### config.mk
export PLATFORM = sky130hd
export DESIGN_NAME = spfc_port
export DESIGN_NICKNAME = d
export VERILOG_FILES = /design/src/rtl/spfc_pkg.sv /design/src/rtl/spfc_port.sv
export SDC_FILE = /design/constraint.sdc
export NUM_CORES = 1
export LEC_CHECK = 0
export BUFFER_PORTS_ARGS = -buffer_cell sky130_fd_sc_hd__buf_2
export CAP_MARGIN = 20
export CORE_MARGIN = 2
export CORE_UTILIZATION = 46
export CTS_BUF_LIST = sky130_fd_sc_hd__clkbuf_4 sky130_fd_sc_hd__clkbuf_8
export DETAILED_ROUTE_END_ITERATION = 7
export PLACE_DENSITY = 0.67
export SLEW_MARGIN = 20
export SYNTH_ARGS = -nofsm -noshare
export SYNTH_HDL_FRONTEND = slang
export SYNTH_SLANG_ARGS = --single-unit
### constraint.sdc
create_clock -name clk_i -period 3.6 [get_ports clk_i]
set_clock_uncertainty 0.1 [all_clocks]
set_input_delay 0.18 -clock clk_i [delete_from_list [all_inputs] [get_ports clk_i]]
set_output_delay 0.18 -clock clk_i [all_outputs]
set_load 0.02 [all_outputs]
### src/rtl/spfc_pkg.sv
// Shared types and constants of the serial port status, CRC and DMA-request block
package spfc_pkg;
    localparam int FRAME_BITS = 8;
    localparam int CLK_PERIOD_NS = 40;
    localparam int SCK_PERIOD_NS = 320;
    // Master serial clock half period in system clocks, rounded down, at least one
    localparam int SCK_HALF_CYCLES = (SCK_PERIOD_NS / (2 * CLK_PERIOD_NS) < 1) ? 1 :
        SCK_PERIOD_NS / (2 * CLK_PERIOD_NS);
    localparam logic [7:0] RST_WORD = 8'h00;
    localparam logic [7:0] RST_CRC = 8'h00;

    typedef struct packed {
        logic port_enable;
        logic master_select;
        logic crc_enable;
        logic crc_next_transfer;
        logic soft_select_mode;
        logic soft_select_level;
        logic rx_only;
        logic tx_only;
    } spfc_ctrl_a_type;

    typedef struct packed {
        logic dma_tx_request_enable;
        logic dma_rx_request_enable;
        logic select_output_drive;
        logic ti_mode;
        logic tx_empty_irq_enable;
        logic rx_full_irq_enable;
        logic error_irq_enable;
    } spfc_ctrl_b_type;

    typedef struct packed {
        logic tx_buffer_empty;
        logic rx_full;
        logic shift_active_flag;
        logic mode_fault_flag;
        logic rx_overrun_flag;
        logic frame_sync_error;
        logic crc_mismatch_flag;
    } spfc_status_type;

    localparam spfc_ctrl_a_type RST_CTRL_A = '0;
endpackage

### src/rtl/spfc_port.sv
// Serial port core: buffers, flags, DMA requests, dual CRC and mode fault logic
// What this block does
// - Enabled with transmit DMA on, request DMA while transmit buffer is empty.
// - Enabled with receive DMA on, request DMA while receive buffer is full.
// - Separate transmit and receive CRCs update every bit outside the CRC frame with programmed polynomial.
// - Set CRC-next after last word; the transmit CRC is shifted out next.
// - In full duplex the word received during CRC send is the partner CRC.
// - Received CRC word differing from receive CRC sets mismatch; write zero clears.
// - With DMA enabled the CRC is sent and checked without software help.
// - Slave CRC advances on serial clocks even while disabled; select stays low.
// - Transmit empty set when buffer holds nothing, cleared by a data write.
// - Receive full set when a word lands, cleared by a data read.
// - Shift active shows a transfer in progress, hardware owned, no interrupt.
// - Master with hardware select and no drive faults when select pin is low.
// - Master with software select faults whenever the software level is zero.
// - Fault clears enable and master; both locked until status access then control write.
// - Word arriving while full sets overrun and is dropped; data read then status read clears.
// - Slave framed mode flags select toggling mid word; write zero clears.
// - Master receive-only clocks continuously; full duplex master waits for data.
`timescale 1ns/1ps
`default_nettype none
module spfc_port #(
    parameter int HALF_CYCLES = spfc_pkg::SCK_HALF_CYCLES
) (
    input wire logic clk_i,
    input wire logic rst_n_i,
    input wire logic ctrl_a_wr_i,
    input wire spfc_pkg::spfc_ctrl_a_type ctrl_a_i,
    input wire spfc_pkg::spfc_ctrl_b_type ctrl_b_i,
    input wire logic [7:0] crc_poly_i,
    input wire logic data_wr_i,
    input wire logic [7:0] data_i,
    input wire logic data_rd_i,
    input wire logic status_rd_i,
    input wire logic status_wr_i,
    input wire spfc_pkg::spfc_status_type status_i,
    input wire logic dma_last_i,
    input wire logic sck_i,
    input wire logic nss_i,
    input wire logic mosi_i,
    input wire logic miso_i,
    output logic [7:0] rd_data_o,
    output spfc_pkg::spfc_status_type status_o,
    output logic port_enable_o,
    output logic master_select_o,
    output logic [7:0] tx_check_o,
    output logic [7:0] rx_check_o,
    output logic dma_tx_req_o,
    output logic dma_rx_req_o,
    output logic irq_o,
    output logic sck_o,
    output logic sck_oe_o,
    output logic nss_o,
    output logic nss_oe_o,
    output logic mosi_o,
    output logic mosi_oe_o,
    output logic miso_o,
    output logic miso_oe_o
);
    typedef enum logic [1:0] {
        ST_IDLE = 2'b01,
        ST_SHIFT = 2'b10
    } spfc_state_type;

    function automatic logic [7:0] crc_step(input logic [7:0] crc, input logic b,
                                            input logic [7:0] poly);
        crc_step = {crc[6:0], 1'b0} ^ ((crc[7] ^ b) ? poly : 8'h00);
    endfunction

    spfc_state_type state_reg;
    spfc_pkg::spfc_ctrl_a_type ctrl_reg;
    logic en_reg, master_reg;
    logic [7:0] tx_buf_reg, rx_buf_reg, tx_sh_reg, rx_sh_reg, tx_crc_reg, rx_crc_reg;
    logic tx_full_reg, rx_full_reg, crc_pend_reg, crc_frame_reg;
    logic [3:0] bit_cnt_reg;
    logic [7:0] div_cnt_reg;
    logic sck_reg;
    logic sck_s1, sck_s2, sck_s3, nss_s1, nss_s2, nss_s3;
    logic mosi_s1, mosi_s2, miso_s1, miso_s2;
    logic fault_reg, fault_arm_reg, ovr_reg, ovr_arm_reg, frame_sync_error_reg, crc_mismatch_flag_reg;
    logic active_reg, dma_tx_reg, dma_rx_reg, irq_reg;

    ////////////////////////////////////////////////////////////////////////////////
    // Pin synchronisers; first stage feeds only the second
    always_ff @(posedge clk_i) begin
        sck_s1 <= sck_i;
        sck_s2 <= sck_s1;
        sck_s3 <= sck_s2;
        nss_s1 <= nss_i;
        nss_s2 <= nss_s1;
        nss_s3 <= nss_s2;
        mosi_s1 <= mosi_i;
        mosi_s2 <= mosi_s1;
        miso_s1 <= miso_i;
        miso_s2 <= miso_s1;
    end

    ////////////////////////////////////////////////////////////////////////////////
    // Edge generation and frame control
    logic div_hit, m_rise, m_fall, s_sel, rise, fall, in_bit, rx_done, frame_end;
    logic start_m, start_s, start, crc_load, fault_set, frame_sync_error_set, rx_keep;
    logic [7:0] rx_word;
    assign div_hit = (div_cnt_reg == 8'(HALF_CYCLES - 1));
    assign m_rise = master_reg && state_reg == ST_SHIFT && div_hit && !sck_reg;
    assign m_fall = master_reg && state_reg == ST_SHIFT && div_hit && sck_reg;
    // Framed mode counts regardless of select; select only marks frames
    assign s_sel = ctrl_b_i.ti_mode || !nss_s2;
    assign rise = master_reg ? m_rise : (sck_s2 && !sck_s3 && s_sel);
    assign fall = master_reg ? m_fall : (!sck_s2 && sck_s3 && s_sel);
    assign in_bit = master_reg ? miso_s2 : mosi_s2;
    assign rx_word = {rx_sh_reg[6:0], in_bit};
    assign rx_done = rise && bit_cnt_reg == 4'(spfc_pkg::FRAME_BITS - 1);
    assign frame_end = fall && bit_cnt_reg == 4'(spfc_pkg::FRAME_BITS);
    assign start_m = master_reg && en_reg &&
        (tx_full_reg || crc_pend_reg || (ctrl_reg.rx_only && !ctrl_reg.tx_only));
    // Slave keeps shifting while disabled so the CRC still follows the clock
    assign start_s = !master_reg && !nss_s2 && (en_reg || ctrl_reg.crc_enable);
    assign start = state_reg == ST_IDLE && (start_m || start_s);
    assign crc_load = start && crc_pend_reg && !tx_full_reg;
    // Disabled slave shifts for the CRC only; nothing reaches the buffers
    assign rx_keep = rx_done && en_reg && !ctrl_reg.tx_only;

    always_ff @(posedge clk_i) begin
        if (!rst_n_i) begin
            state_reg <= ST_IDLE;
            bit_cnt_reg <= '0;
            div_cnt_reg <= '0;
            sck_reg <= 1'b0;
            tx_sh_reg <= spfc_pkg::RST_WORD;
            rx_sh_reg <= spfc_pkg::RST_WORD;
            crc_frame_reg <= 1'b0;
        end else begin
            unique case (state_reg)
                ST_IDLE: begin
                    sck_reg <= 1'b0;
                    div_cnt_reg <= '0;
                    bit_cnt_reg <= '0;
                    if (start) begin
                        state_reg <= ST_SHIFT;
                        tx_sh_reg <= crc_load ? tx_crc_reg : tx_buf_reg;
                        crc_frame_reg <= crc_load;
                    end
                end
                ST_SHIFT: begin
                    if (master_reg) begin
                        div_cnt_reg <= div_hit ? 8'h00 : div_cnt_reg + 8'h01;
                        if (div_hit) begin
                            sck_reg <= !sck_reg;
                        end
                    end
                    if (rise) begin
                        rx_sh_reg <= rx_word;
                        bit_cnt_reg <= bit_cnt_reg + 4'h1;
                    end
                    if (frame_end || (!master_reg && !ctrl_b_i.ti_mode && nss_s2)) begin
                        state_reg <= ST_IDLE;
                    end else if (fall) begin
                        tx_sh_reg <= {tx_sh_reg[6:0], 1'b0};
                    end
                end
            endcase
        end
    end

    ////////////////////////////////////////////////////////////////////////////////
    // Buffers and data flags; a set of either full flag wins over a same-cycle clear
    always_ff @(posedge clk_i) begin
        if (!rst_n_i) begin
            tx_buf_reg <= spfc_pkg::RST_WORD;
            rx_buf_reg <= spfc_pkg::RST_WORD;
            tx_full_reg <= 1'b0;
            rx_full_reg <= 1'b0;
        end else begin
            if (data_wr_i) begin
                tx_buf_reg <= data_i;
                tx_full_reg <= 1'b1;
            end else if (start && !crc_load) begin
                tx_full_reg <= 1'b0;
            end
            if (rx_keep && !rx_full_reg) begin
                rx_buf_reg <= rx_word;
                rx_full_reg <= 1'b1;
            end else if (data_rd_i) begin
                rx_full_reg <= 1'b0;
            end
        end
    end

    ////////////////////////////////////////////////////////////////////////////////
    // CRC calculators and CRC phase request
    always_ff @(posedge clk_i) begin
        if (!rst_n_i || !ctrl_reg.crc_enable) begin
            tx_crc_reg <= spfc_pkg::RST_CRC;
            rx_crc_reg <= spfc_pkg::RST_CRC;
        end else if (rise && !crc_frame_reg) begin
            tx_crc_reg <= crc_step(tx_crc_reg, tx_sh_reg[7], crc_poly_i);
            rx_crc_reg <= crc_step(rx_crc_reg, in_bit, crc_poly_i);
        end
    end

    always_ff @(posedge clk_i) begin
        if (!rst_n_i) begin
            crc_pend_reg <= 1'b0;
        end else if (ctrl_a_wr_i && ctrl_a_i.crc_next_transfer && ctrl_a_i.crc_enable) begin
            crc_pend_reg <= 1'b1;
        end else if (dma_last_i && ctrl_reg.crc_enable &&
                     (ctrl_b_i.dma_tx_request_enable || ctrl_b_i.dma_rx_request_enable)) begin
            crc_pend_reg <= 1'b1;
        end else if (start) begin
            crc_pend_reg <= 1'b0;
        end
    end

    ////////////////////////////////////////////////////////////////////////////////
    // Control bits with mode fault protection
    assign fault_set = master_reg && ((ctrl_reg.soft_select_mode &&
        !ctrl_reg.soft_select_level) ||
        (!ctrl_reg.soft_select_mode && !ctrl_b_i.select_output_drive && !nss_s2));

    always_ff @(posedge clk_i) begin
        if (!rst_n_i) begin
            ctrl_reg <= spfc_pkg::RST_CTRL_A;
            en_reg <= 1'b0;
            master_reg <= 1'b0;
        end else begin
            if (ctrl_a_wr_i) begin
                ctrl_reg <= ctrl_a_i;
            end
            if (fault_set) begin
                en_reg <= 1'b0;
                master_reg <= 1'b0;
            end else if (ctrl_a_wr_i && !fault_reg) begin
                en_reg <= ctrl_a_i.port_enable;
                master_reg <= ctrl_a_i.master_select;
            end
        end
    end

    ////////////////////////////////////////////////////////////////////////////////
    // Error flags
    assign frame_sync_error_set = !master_reg && ctrl_b_i.ti_mode && en_reg && state_reg == ST_SHIFT &&
        bit_cnt_reg != 4'h0 && nss_s2 != nss_s3;

    always_ff @(posedge clk_i) begin
        if (!rst_n_i) begin
            fault_reg <= 1'b0;
            fault_arm_reg <= 1'b0;
            ovr_reg <= 1'b0;
            ovr_arm_reg <= 1'b0;
            frame_sync_error_reg <= 1'b0;
            crc_mismatch_flag_reg <= 1'b0;
        end else begin
            // Clearing needs a status access first, so a stray control write cannot
            if (fault_set) begin
                fault_reg <= 1'b1;
            end else if (ctrl_a_wr_i && fault_arm_reg) begin
                fault_reg <= 1'b0;
            end
            if (status_rd_i || status_wr_i) begin
                fault_arm_reg <= fault_reg;
            end else if (ctrl_a_wr_i) begin
                fault_arm_reg <= 1'b0;
            end
            if (rx_keep && rx_full_reg) begin
                ovr_reg <= 1'b1;
            end else if (status_rd_i && ovr_arm_reg) begin
                ovr_reg <= 1'b0;
            end
            if (data_rd_i) begin
                ovr_arm_reg <= ovr_reg;
            end else if (status_rd_i) begin
                ovr_arm_reg <= 1'b0;
            end
            if (frame_sync_error_set) begin
                frame_sync_error_reg <= 1'b1;
            end else if (status_wr_i && !status_i.frame_sync_error) begin
                frame_sync_error_reg <= 1'b0;
            end
            // Word received during the CRC frame is the partner's CRC
            if (rx_done && crc_frame_reg && rx_word != rx_crc_reg) begin
                crc_mismatch_flag_reg <= 1'b1;
            end else if (status_wr_i && !status_i.crc_mismatch_flag) begin
                crc_mismatch_flag_reg <= 1'b0;
            end
        end
    end

    ////////////////////////////////////////////////////////////////////////////////
    // Requests, interrupt and pins
    always_ff @(posedge clk_i) begin
        if (!rst_n_i) begin
            active_reg <= 1'b0;
            dma_tx_reg <= 1'b0;
            dma_rx_reg <= 1'b0;
            irq_reg <= 1'b0;
        end else begin
            // Busy from the start cycle until the shifter is idle; a waiting word alone does not set it
            active_reg <= state_reg != ST_IDLE || start;
            dma_tx_reg <= en_reg && ctrl_b_i.dma_tx_request_enable && !tx_full_reg;
            dma_rx_reg <= en_reg && ctrl_b_i.dma_rx_request_enable && rx_full_reg;
            irq_reg <= (ctrl_b_i.tx_empty_irq_enable && !tx_full_reg) ||
                (ctrl_b_i.rx_full_irq_enable && rx_full_reg) ||
                (ctrl_b_i.error_irq_enable &&
                 (fault_reg || ovr_reg || frame_sync_error_reg || crc_mismatch_flag_reg));
        end
    end

    always_ff @(posedge clk_i) begin
        if (!rst_n_i) begin
            sck_oe_o <= 1'b0;
            nss_oe_o <= 1'b0;
            mosi_oe_o <= 1'b0;
            miso_oe_o <= 1'b0;
        end else begin
            sck_oe_o <= master_reg && en_reg;
            nss_oe_o <= master_reg && en_reg && ctrl_b_i.select_output_drive;
            mosi_oe_o <= master_reg && en_reg;
            miso_oe_o <= !master_reg && en_reg && !nss_s2;
        end
    end

    always_ff @(posedge clk_i) begin
        sck_o <= sck_reg;
        nss_o <= 1'b0;
        mosi_o <= tx_sh_reg[7];
        miso_o <= tx_sh_reg[7];
    end

    assign rd_data_o = rx_buf_reg;
    assign port_enable_o = en_reg;
    assign master_select_o = master_reg;
    assign tx_check_o = tx_crc_reg;
    assign rx_check_o = rx_crc_reg;
    assign dma_tx_req_o = dma_tx_reg;
    assign dma_rx_req_o = dma_rx_reg;
    assign irq_o = irq_reg;
    assign status_o = '{tx_buffer_empty: !tx_full_reg, rx_full: rx_full_reg,
        shift_active_flag: active_reg, mode_fault_flag: fault_reg,
        rx_overrun_flag: ovr_reg, frame_sync_error: frame_sync_error_reg,
        crc_mismatch_flag: crc_mismatch_flag_reg};
endmodule
`default_nettype wire

Word level (Yosys, flattened, before mapping)
Cells that the tools add are included.
Widths: inputs -> output; s select.
{"block": "op_classes", "addsub": 2, "eq_ne": 15, "muxes": 40, "bitwise_logic": 5, "n_reduce_logical": 107}
{"cell": "$mux 8", "count": 8}
{"cell": "$logic_and 1x1->1", "count": 56}
{"cell": "$pmux 8 s2", "count": 2}
{"cell": "$mux 1", "count": 24}
{"cell": "$logic_not 1->1", "count": 19}
{"cell": "$logic_or 1x1->1", "count": 16}
{"cell": "$reduce_bool 2->1", "count": 8}
{"cell": "$xor 8x8->8", "count": 2}
{"cell": "$ne 2x2->1 const B", "count": 7}
{"cell": "$add 8x1->8 const B", "count": 1}
{"cell": "$eq 8x2->1 const B", "count": 1}
{"cell": "$ne 8x8->1", "count": 1}
{"cell": "$pmux 4 s2", "count": 1}
{"cell": "$reduce_and 2->1", "count": 4}
{"cell": "$add 4x1->4 const B", "count": 1}
{"cell": "$eq 4x3->1 const B", "count": 1}
{"cell": "$eq 4x4->1 const B", "count": 1}
{"cell": "$mux 2", "count": 2}
{"cell": "$mux 4", "count": 1}
{"cell": "$pmux 2 s2", "count": 1}
{"cell": "$reduce_bool 4->1", "count": 1}
{"cell": "$reduce_and 3->1", "count": 1}
{"cell": "$reduce_bool 3->1", "count": 1}
{"cell": "$eq 2x1->1 const B", "count": 1}
{"cell": "other kinds (7)", "count": 8}
{"block": "word_totals", "regBits": 98, "in_bits": 50, "output_inout_bits": 44, "word_cells": 215}

Longest topological paths before layout
Gate-level depths: netlist of the first run.
{"block": "logic_depth", "word_depth": 12, "mapped_depth": 7, "depth_no_buf": 6}

Least setup slack after synthesis of the first run
No wires, ideal clock.
{"block": "synth_timing", "kind": "register to register", "from": "register div_cnt_reg[0]", "to": "register tx_crc_reg[1], in the netlist tx_check_o[1]", "setup_ns": 0.142, "arrival_ns": 1.947, "required_ns": 3.358, "setup_slack_ns": 1.412, "stages_incl_launch_ff": 8, "path_buffers": 2, "synth_period_minus_slack_ns": 2.188, "path_cell_list": "dfxtp_1 > ha_1 > or4b_4 > nor4_4 > o21ba_4 > buf_6 > clkbuf_8 > a211oi_2"}
{"block": "synth_via", "elab_chain_cells": 5}
{"item": "start: declaration", "line_no": "spfc_port.sv:76", "source": "logic [7:0] div_cnt_reg;"}
{"item": "start signal: assignment", "line_no": "spfc_port.sv:146", "source": "div_cnt_reg <= div_hit ? 8'h00 : div_cnt_reg + 8'h01;"}
{"item": "$eq 8x2->1", "line_no": "spfc_port.sv:103", "source": "assign div_hit = (div_cnt_reg == 8'(HALF_CYCLES - 1));"}
{"item": "$logic_and 1x1->1 (2 in a row)", "line_no": "spfc_port.sv:104", "source": "assign m_rise = master_reg && state_reg == ST_SHIFT && div_hit && !sck_reg;"}
{"item": "$mux 1", "line_no": "spfc_port.sv:108", "source": "assign rise = master_reg ? m_rise : (sck_s2 && !sck_s3 && s_sel);"}
{"item": "$logic_and 1x1->1", "line_no": "spfc_port.sv:195", "source": "end else if (rise && !crc_frame_reg) begin"}
{"item": "end signal: assignment", "line_no": "spfc_port.sv:193", "source": "tx_crc_reg <= spfc_pkg::RST_CRC;"}
{"item": "end signal: assignment", "line_no": "spfc_port.sv:196", "source": "tx_crc_reg <= crc_step(tx_crc_reg, tx_sh_reg[7], crc_poly_i);"}
{"item": "end: declaration", "line_no": "spfc_port.sv:73", "source": "logic [7:0] tx_buf_reg, rx_buf_reg, tx_sh_reg, rx_sh_reg, tx_crc_reg, rx_crc_reg;"}
Every way passes these cells.
A chain may end at the register's enable or synchronous reset.

Worst setup path in the final report of the first run
{"block": "layout_timing", "from": "register div_cnt_reg[0]", "to": "register rx_buf_reg[7], in the netlist rd_data_o[7]"}
{"block": "layout_via", "elab_chain_cells": 8}
{"item": "$eq 8x2->1", "line_no": "spfc_port.sv:103"}
{"item": "$logic_and 1x1->1 (2 in a row)", "line_no": "spfc_port.sv:104"}
{"item": "$mux 1", "line_no": "spfc_port.sv:108"}
{"item": "$logic_and 1x1->1", "line_no": "spfc_port.sv:112", "source": "assign rx_done = rise && bit_cnt_reg == 4'(spfc_pkg::FRAME_BITS - 1);"}
{"item": "$logic_and 1x1->1 (2 in a row)", "line_no": "spfc_port.sv:121", "source": "assign rx_keep = rx_done && en_reg && !ctrl_reg.tx_only;"}
{"item": "$logic_and 1x1->1", "line_no": "spfc_port.sv:180", "source": "if (rx_keep && !rx_full_reg) begin"}
{"item": "end signal: assignment", "line_no": "spfc_port.sv:170", "source": "rx_buf_reg <= spfc_pkg::RST_WORD;"}
{"item": "end signal: assignment", "line_no": "spfc_port.sv:181", "source": "rx_buf_reg <= rx_word;"}
{"item": "end: declaration", "line_no": "spfc_port.sv:73"}
Every way passes these cells.

==> flow_metrics.py, run 1 <==
metrics = {
    "power": {
        "internal-power_mw": 1.599,
        "powerDensity_nw_per_um2": 413.7,
        "vdd_ir_drop_max_mv": 0.1977,
        "sw_pwr_mw": 0.5667,
        "share_comb_of_total_power_pct": 11.4,
        "p_sw_share_pct": 26.16,
        "p_leak_nw": 2.291,
        "p_total_mw": 2.166,
        "power.sequential.fraction_pct": 52.9,
        "clockPowerShare_pct": 35.6,
    },
    "yosys": {
        "ys_dominant_reg_cell": "sky130_fd_sc_hd__dfxtp_1",
        "net_count_after_synthesis": 509,
        "netlist-cell-type-count": 60,
        "synth.yosys.seq_area_share_pct": 45.52,
        "synthCells": 456,
        "asyncSetResetFlopFracSynth_pct": 0,
        "synth_edf_count": 0,
        "synth_area_um2": 4310,
        "postSynthRegisterBits": 98,
        "synth-warning-count": 0,
        "syn_area_per_cell_um2": 9.453,
    },
    "die": {
        "die_x_um": 100.8,
        "die_height_um": 100.8,
        "row_count": 35,
        "fp.dieArea_um2": 10160,
        "start_util_pct": 47.10,
        "core_area_um2": 9153,
        "boundaryPins": 94,
    },
    "flow_run": {
        "maxCapViolations": 0,
    },
    "cells_and_area": {
        "drive_gt1_share_pct": 23.27,
        "mostFrequentLayoutCells": "sky130_fd_sc_hd__dfxtp_1 (98), sky130_fd_sc_hd__buf_2 (87), sky130_fd_sc_hd__nor2_1 (74)",
        "antennaDiodeCount": 0,
        "layout_commonest_cell": "sky130_fd_sc_hd__dfxtp_1",
        "nNetsFinal": 611,
        "syn_to_final_growth_pct": 21.48,
    },
    "timing": {
        "final_hold_vio_count": 0,
        "setup_tns_ns": 0,
        "post-route-period-util_pct": 77.47,
        "report.final.setup_viol": 0,
        "max_slew_margin_pct": 27.23,
        "fmax_mhz": 358.6,
        "grt_setup_unrepaired": "no",
        "timing_worst_slew_pin_value_ns": 1.090,
        "min_period_ns": 2.789,
        "final_max_slew_viol_count": 0,
    },
    "setup_path": {
        "critical_path.reg2reg.startpoint": "div_cnt_reg[0]",
        "criticalPathCategory": "register to register",
        "worst_setup_path_start_kind": "register",
        "critPathCaptureType": "register",
        "worstReg2RegEnd": "rd_data_o[7]",
        "cells_on_worst_reg2reg_path": 6,
        "critPathMaxFanout": 9,
        "reg2reg_setup_slack_ns": 0.81,
        "required_ns": 3.74,
        "critical_path_arrival_ns": 2.93,
    },
    "clocking": {
        "cts_tree": "yes",
        "clock-sinks": 98,
        "cts_buffer_depth": 2,
        "cts-resized-gates": 0,
        "worstSkewPairLatency_ns": 0.37,
        "worst_setup_hold_path_clk_slew_ns": 0.10,
        "number_of_clock_buffers_inserted_by_tritoncts": 9,
        "htree_levels": 3,
        "clock-root-buffer": "sky130_fd_sc_hd__clkbuf_8",
    },
    "placement": {
        "io_buffers": 87,
        "dp_hpwl_um": 7147,
        "finalWeightedCongestion": 0.8432,
    },
    "grt": {
        "wire_length_of_the_first_global_routing_pass_um": 16480,
        "grt_antenna_before_repair": 0,
        "globalRouteOverflowTotal": 0,
        "globalRouteTotalUtil_pct": 20.60,
        "grt_max_degree": 30,
        "grt_pass1_vias": 3490,
    },
    "routing": {
        "ant_nets": 0,
        "wirelength_um": 10120,
        "routed_via_density": 5.306,
        "wl_per_cell_um": 15.01,
        "overall_via_count_from_detail_route": 3576,
        "drtIter0Drc": 186,
        "drt_drc_violations_left": 0,
        "drt-pass1-iter-count": 5,
    },
    "worst_hold_path": {
        "min_from": "ctrl_a_i[4]",
        "timing.hold.worst.class": "primary input to register",
        "timing.hold.worst_path_depth": 3,
        "holdPathEnd": "crc_pend_reg",
    },
    "status": {
        "outcome": "completed",
    },
}
## per-layer routing
metal | wire length, um | share of wire [%] | vias up | global-route usage, %
li1 | - | - | 1793 | -
met5 | 0 | 0 | - | 0
met4 | 104 | 1.0 | 0 | 5.901
met2 | 5023 | 50 | 100 | 34.56
met1 | 4516 | 45 | 1677 | 25.86
met3 | 474 | 4.7 | 6 | 5.756
## logic make-up (layout without fill, tap and decap cells)
logic type	after synthesis	count (layout)	synth area share, %
flip-flops	98	98	45.52
AO/OA/AOI/OAI	86	86	15.36
multiplexers	34	34	7.925
other	1	1	0.08700
adder cells (fa/ha/maj)	3	3	0.8709
buffers and inverters	37	144	4.963
AND/OR/NAND/NOR	166	166	18.98
XOR/XNOR	31	31	6.299
## Yosys cell counts, drive strengths merged (4+ instances only)
library cell	count	share of area, %
a21oi	21	2.4
nor2b	7	1.0
xor2	24	4.9
o32ai	7	1.4
nand3	6	0.70
clkbuf	13	1.4
buf	15	2.8
inv	8	0.70
nor3b	4	0.70
nor3	5	0.58
o211ai	6	1.2
o21ai	13	1.6
dfxtp	98	46
a211oi	20	5.0
nor2	74	6.4
mux2i	33	7.7
nand2	41	3.6
xnor2	7	1.4
## per-stage QoR
step           setup WS [ns]  hold slack, ns  cells  instance area (um2)  utilization (%)
2_1_floorplan          1.412          0.1077    456                 4310                -
3_3_place_gp          0.8799          0.1859    629                 4727            51.65
3_5_place_dp          0.8013          0.1836    629                 4727            51.65
4_1_cts               0.7863        0.007998    674                 5236            57.21
5_1_grt               0.6324         0.01185    674                 5236            57.21
6_report              0.8112         0.02180    674                 5236            57.21
## critical path: stages (launching register included)
cell and delay (ns):
sky130_fd_sc_hd__dfxtp_1 0.40, sky130_fd_sc_hd__ha_1 0.25, sky130_fd_sc_hd__or4b_4 0.54, sky130_fd_sc_hd__nor4_4 0.41
sky130_fd_sc_hd__o2111ai_1 0.57, sky130_fd_sc_hd__mux2i_1 0.35, sky130_fd_sc_hd__nor2_1 0.06
## final cells by class
| cell class | count | area, um2 |
|---|---|---|
| clock buffers | 11 | 151.4 |
| clock inverters | 5 | 67.56 |
| fillers | 817 | 3916 |
| inverters | 9 | 33.78 |
| multi-input cells | 321 | 2135 |
| flip-flops and latches | 98 | 1962 |
| well taps | 111 | 138.9 |
| repair buffers | 119 | 748.2 |
## repair_timing
action	CTS	global route
endpoints found under the hold margin	29	0
setup buffers	0	0
hold buffers	29	0
## power groups by stage
stage	clock, mW	sequential [mW]	combinational [mW]
6_report	0.772	1.15	0.248
5_1_grt	0.842	1.15	0.271
4_1_cts	0.792	1.15	0.248
3_5_place_dp	0	1.17	0.222
3_3_place_gp	0	1.17	0.219
2_1_floorplan	0	1.17	0.161
## worst max path at each step
stage | from | end | slack [ns] | cells after the start
final | div_cnt_reg[0] | rd_data_o[7] | 0.81 | 6
after CTS | div_cnt_reg[0] | rd_data_o[7] | 0.79 | 6
after floorplan | div_cnt_reg[0] | tx_check_o[1] | 1.41 | 7
after global routing | div_cnt_reg[0] | rd_data_o[4] | 0.63 | 6
after detailed placement | div_cnt_reg[0] | rd_data_o[7] | 0.80 | 6
after global placement | div_cnt_reg[0] | rd_data_o[6] | 0.88 | 6
Note: power is estimated with default switching activity, not from simulation.
==> run 2, diff against run 1 <==
- ABC_AREA: unset -> 1
- PLACE_DENSITY: 0.67 -> 0.7
- clock period: 3.6 -> 2.4 ns (I/O delays scaled with it)
==> flow_metrics.py, run 2 <==
metrics = {
    "routing": {
        "wl_per_cell_um": 12.39,
        "overall_via_count_from_detail_route": 3915,
        "ant_nets": 0,
        "drt-pass1-iter-count": 4,
        "wirelength_um": 10000,
        "routed_via_density": 4.851,
        "drt_drc_violations_left": 0,
        "drtIter0Drc": 130,
    },
    "die": {
        "row_count": 35,
        "die_height_um": 100.7,
        "boundaryPins": 94,
        "die_x_um": 100.7,
        "start_util_pct": 46.99,
        "core_area_um2": 9153,
        "fp.dieArea_um2": 10140,
    },
    "setup_path": {
        "critical_path.slowest_cell": "sky130_fd_sc_hd__dfxtp_1",
        "worstReg2RegEnd": "rx_check_o[2]",
        "cells_on_worst_reg2reg_path": 10,
        "reg2reg_setup_slack_ns": 0.39,
        "critical_path.top_delay_family": "simple AND/OR/NAND/NOR gates",
        "critPathMostFrequentCell": "sky130_fd_sc_hd__nand2_1",
        "timing.critical_path.to": "rx_check_o[2]",
        "path_depth": 10,
        "critical_path.reg2reg.startpoint": "div_cnt_reg[0]",
        "critPathMaxFanout": 17,
        "required_ns": 2.52,
        "worst_setup_path_start_kind": "register",
        "cell_by_cell_listing_of_the_critical_path": "ha_1, nand2_1, nor2_4, nand3b_4, nand2_4, inv_4, nor2_8, inv_2, nand2_1, a21oi_1",
        "critical_path_arrival_ns": 2.14,
        "timing.critical_path.slowest_cell_delay_ns": 0.40,
        "crit_start": "div_cnt_reg[0]",
        "criticalPathCategory": "register to register",
        "cp.buffers_inverters": 2,
        "critPathCaptureType": "register",
    },
    "yosys": {
        "yosysTopAreaCellShare_pct": 45.62,
        "synthCells": 576,
        "postSynthRegisterBits": 98,
        "synth_top_cell_by_area": "sky130_fd_sc_hd__dfxtp_1",
        "asyncSetResetFlopFracSynth_pct": 0,
        "synth_top_cells_by_count": "sky130_fd_sc_hd__nand2_1 (135), sky130_fd_sc_hd__nor2_1 (106), sky130_fd_sc_hd__dfxtp_1 (98)",
        "net_count_after_synthesis": 629,
        "syn_area_per_cell_um2": 7.466,
        "post_synth_main_area_contributors": "sky130_fd_sc_hd__dfxtp_1 (46%), sky130_fd_sc_hd__nand2_1 (12%), sky130_fd_sc_hd__nor2_1 (9.3%), sky130_fd_sc_hd__a21oi_1 (5.5%), sky130_fd_sc_hd__xor2_1 (4.7%)",
        "ys_dominant_reg_cell": "sky130_fd_sc_hd__dfxtp_1",
        "yosysMostFrequentCell": "sky130_fd_sc_hd__nand2_1",
        "synth_edf_count": 0,
        "synth.yosys.seq_area_share_pct": 45.62,
        "synth_area_um2": 4300,
        "netlist-cell-type-count": 39,
        "synth-warning-count": 0,
    },
    "power": {
        "vdd_ir_drop_max_mv": 0.2607,
        "p_leak_nw": 2.546,
        "powerDensity_nw_per_um2": 615.5,
    },
    "grt": {
        "globalRouteOverflowTotal": 0,
        "grt_pass1_vias": 3678,
        "wire_length_of_the_first_global_routing_pass_um": 16510,
        "grt_antenna_before_repair": 0,
        "globalRouteTotalUtil_pct": 20.18,
        "grt_max_degree": 27,
    },
    "cells_and_area": {
        "fin_util_pct": 58.09,
        "mostFrequentLayoutCells": "sky130_fd_sc_hd__nand2_1 (135), sky130_fd_sc_hd__nor2_1 (106), sky130_fd_sc_hd__dfxtp_1 (98)",
        "fillers": 842,
        "seq_area_um2": 1962,
        "syn_to_final_growth_pct": 23.63,
        "multiInputGateArea_um2": 2019,
        "finish.instance_area_um2": 5316,
        "antennaDiodeCount": 0,
        "nNetsFinal": 744,
        "drive_gt1_share_pct": 18.97,
        "layout_commonest_cell": "sky130_fd_sc_hd__nand2_1",
    },
    "timing": {
        "fmax_mhz": 496.6,
        "timing.final.ws_setup_ns": 0.3862,
        "post-route-period-util_pct": 83.91,
        "max_slew_margin_pct": 56.94,
        "report.final.setup_viol": 0,
        "setup_tns_ns": 0,
        "final_hold_vio_count": 0,
        "grt_setup_unrepaired": "no",
        "min_period_ns": 2.014,
        "timing_worst_slew_pin_value_ns": 0.6413,
        "final_max_slew_viol_count": 0,
    },
    "clocking": {
        "postCtsSetupRepairBufs": 0,
        "cts_tree": "yes",
        "worst_setup_hold_path_clk_slew_ns": 0.10,
        "clock-root-buffer": "sky130_fd_sc_hd__clkbuf_8",
        "clock-sinks": 98,
        "htree_levels": 3,
        "number_of_clock_buffers_inserted_by_tritoncts": 9,
        "cts_buffer_depth": 2,
        "worstSkewPairLatency_ns": 0.36,
        "cts-resized-gates": 0,
    },
    "placement": {
        "finalWeightedCongestion": 0.8158,
        "postPlaceCellArea_um2": 4765,
        "dp_hpwl_um": 7053,
        "io_buffers": 87,
        "pre_cts_slack_ns": 0.4409,
    },
    "flow_run": {
        "maxCapViolations": 0,
    },
    "worst_hold_path": {
        "timing.hold.worst.class": "primary input to register",
    },
    "status": {
        "outcome": "completed",
    },
}
## run 2: kinds of logic (layout without fill, tap and decap cells)
| logic type | count (synthesis) | in the layout | share of synthesized area [%] |
|---|---|---|---|
| AOI/OAI and AO/OA | 91 | 91 | 11.61 |
| xor gates and xnor gates | 30 | 30 | 6.285 |
| adders and majority gates | 3 | 3 | 0.8729 |
| buffers and inverters | 70 | 190 | 7.419 |
| DFF | 98 | 98 | 45.62 |
| other | 1 | 1 | 0.08720 |
| and+or+nand+nor | 283 | 283 | 28.11 |
## run 2: worst min-delay path, stage by stage
cell                      delay [ns]
sky130_fd_sc_hd__buf_2          0.16
sky130_fd_sc_hd__o21ai_0        0.11
sky130_fd_sc_hd__nor2_1         0.07
## run 2: power breakdown
| group | internal [mW] | total (mW) | leakage (nW) | switching, mW |
|---|---|---|---|---|
| logic | 0.188 | 0.449 | 1.64 | 0.262 |
| clock network | 0.491 | 1.09 | 0.100 | 0.594 |
| registers | 1.70 | 1.74 | 0.801 | 0.0411 |
| total | 2.38 | 3.27 | 2.55 | 0.897 |
## run 2: layout make-up
class                      instances  area share (%)
multi-input combinational        408           37.99
sequential                        98           36.90
timing repair buffer             125           15.20
inverter                          49           3.507
tap                              111           2.612
clock buffer                       9           2.330
clock inverter                     7           1.459
## run 2: repair_timing
item                                   CTS  global route
hold buffers                            35             0
setup endpoints to repair                0             0
endpoints found under the hold margin   30             0
## run 2: how the worst min path moves through the flow
stage                   from       endpoint  slack, ns  depth (start not counted)
6_report           data_wr_i  tx_buf_reg[4]       0.02                          3
5_1_grt        crc_poly_i[0]  rx_check_o[0]       0.04                          5
4_1_cts            data_wr_i  tx_buf_reg[7]      0.007                          3
3_5_place_dp           nss_i         nss_s1       0.12                          1
3_3_place_gp          miso_i        miso_s1       0.13                          1
2_1_floorplan         miso_i        miso_s1       0.05                          0
## run 2: routing by layer
layer  track usage [%]  routed length (um)  vias up
met5                 0                   0        -
met4             6.112                  38        0
met3             4.161                 542        2
met2             33.33                4535      101
met1             26.56                4883     1755
li1                  -                   -     2057
## run 2: metrics by stage
step / std cells / total power [mW] / hold WS (ns)
floorplan: 576 / 2.066 / 0.04772
global placement: 756 / 2.169 / 0.1251
detailed placement: 756 / 2.177 / 0.1236
CTS: 807 / 3.292 / 0.007331
global route: 807 / 3.429 / 0.03966
finish: 807 / 3.272 / 0.02343
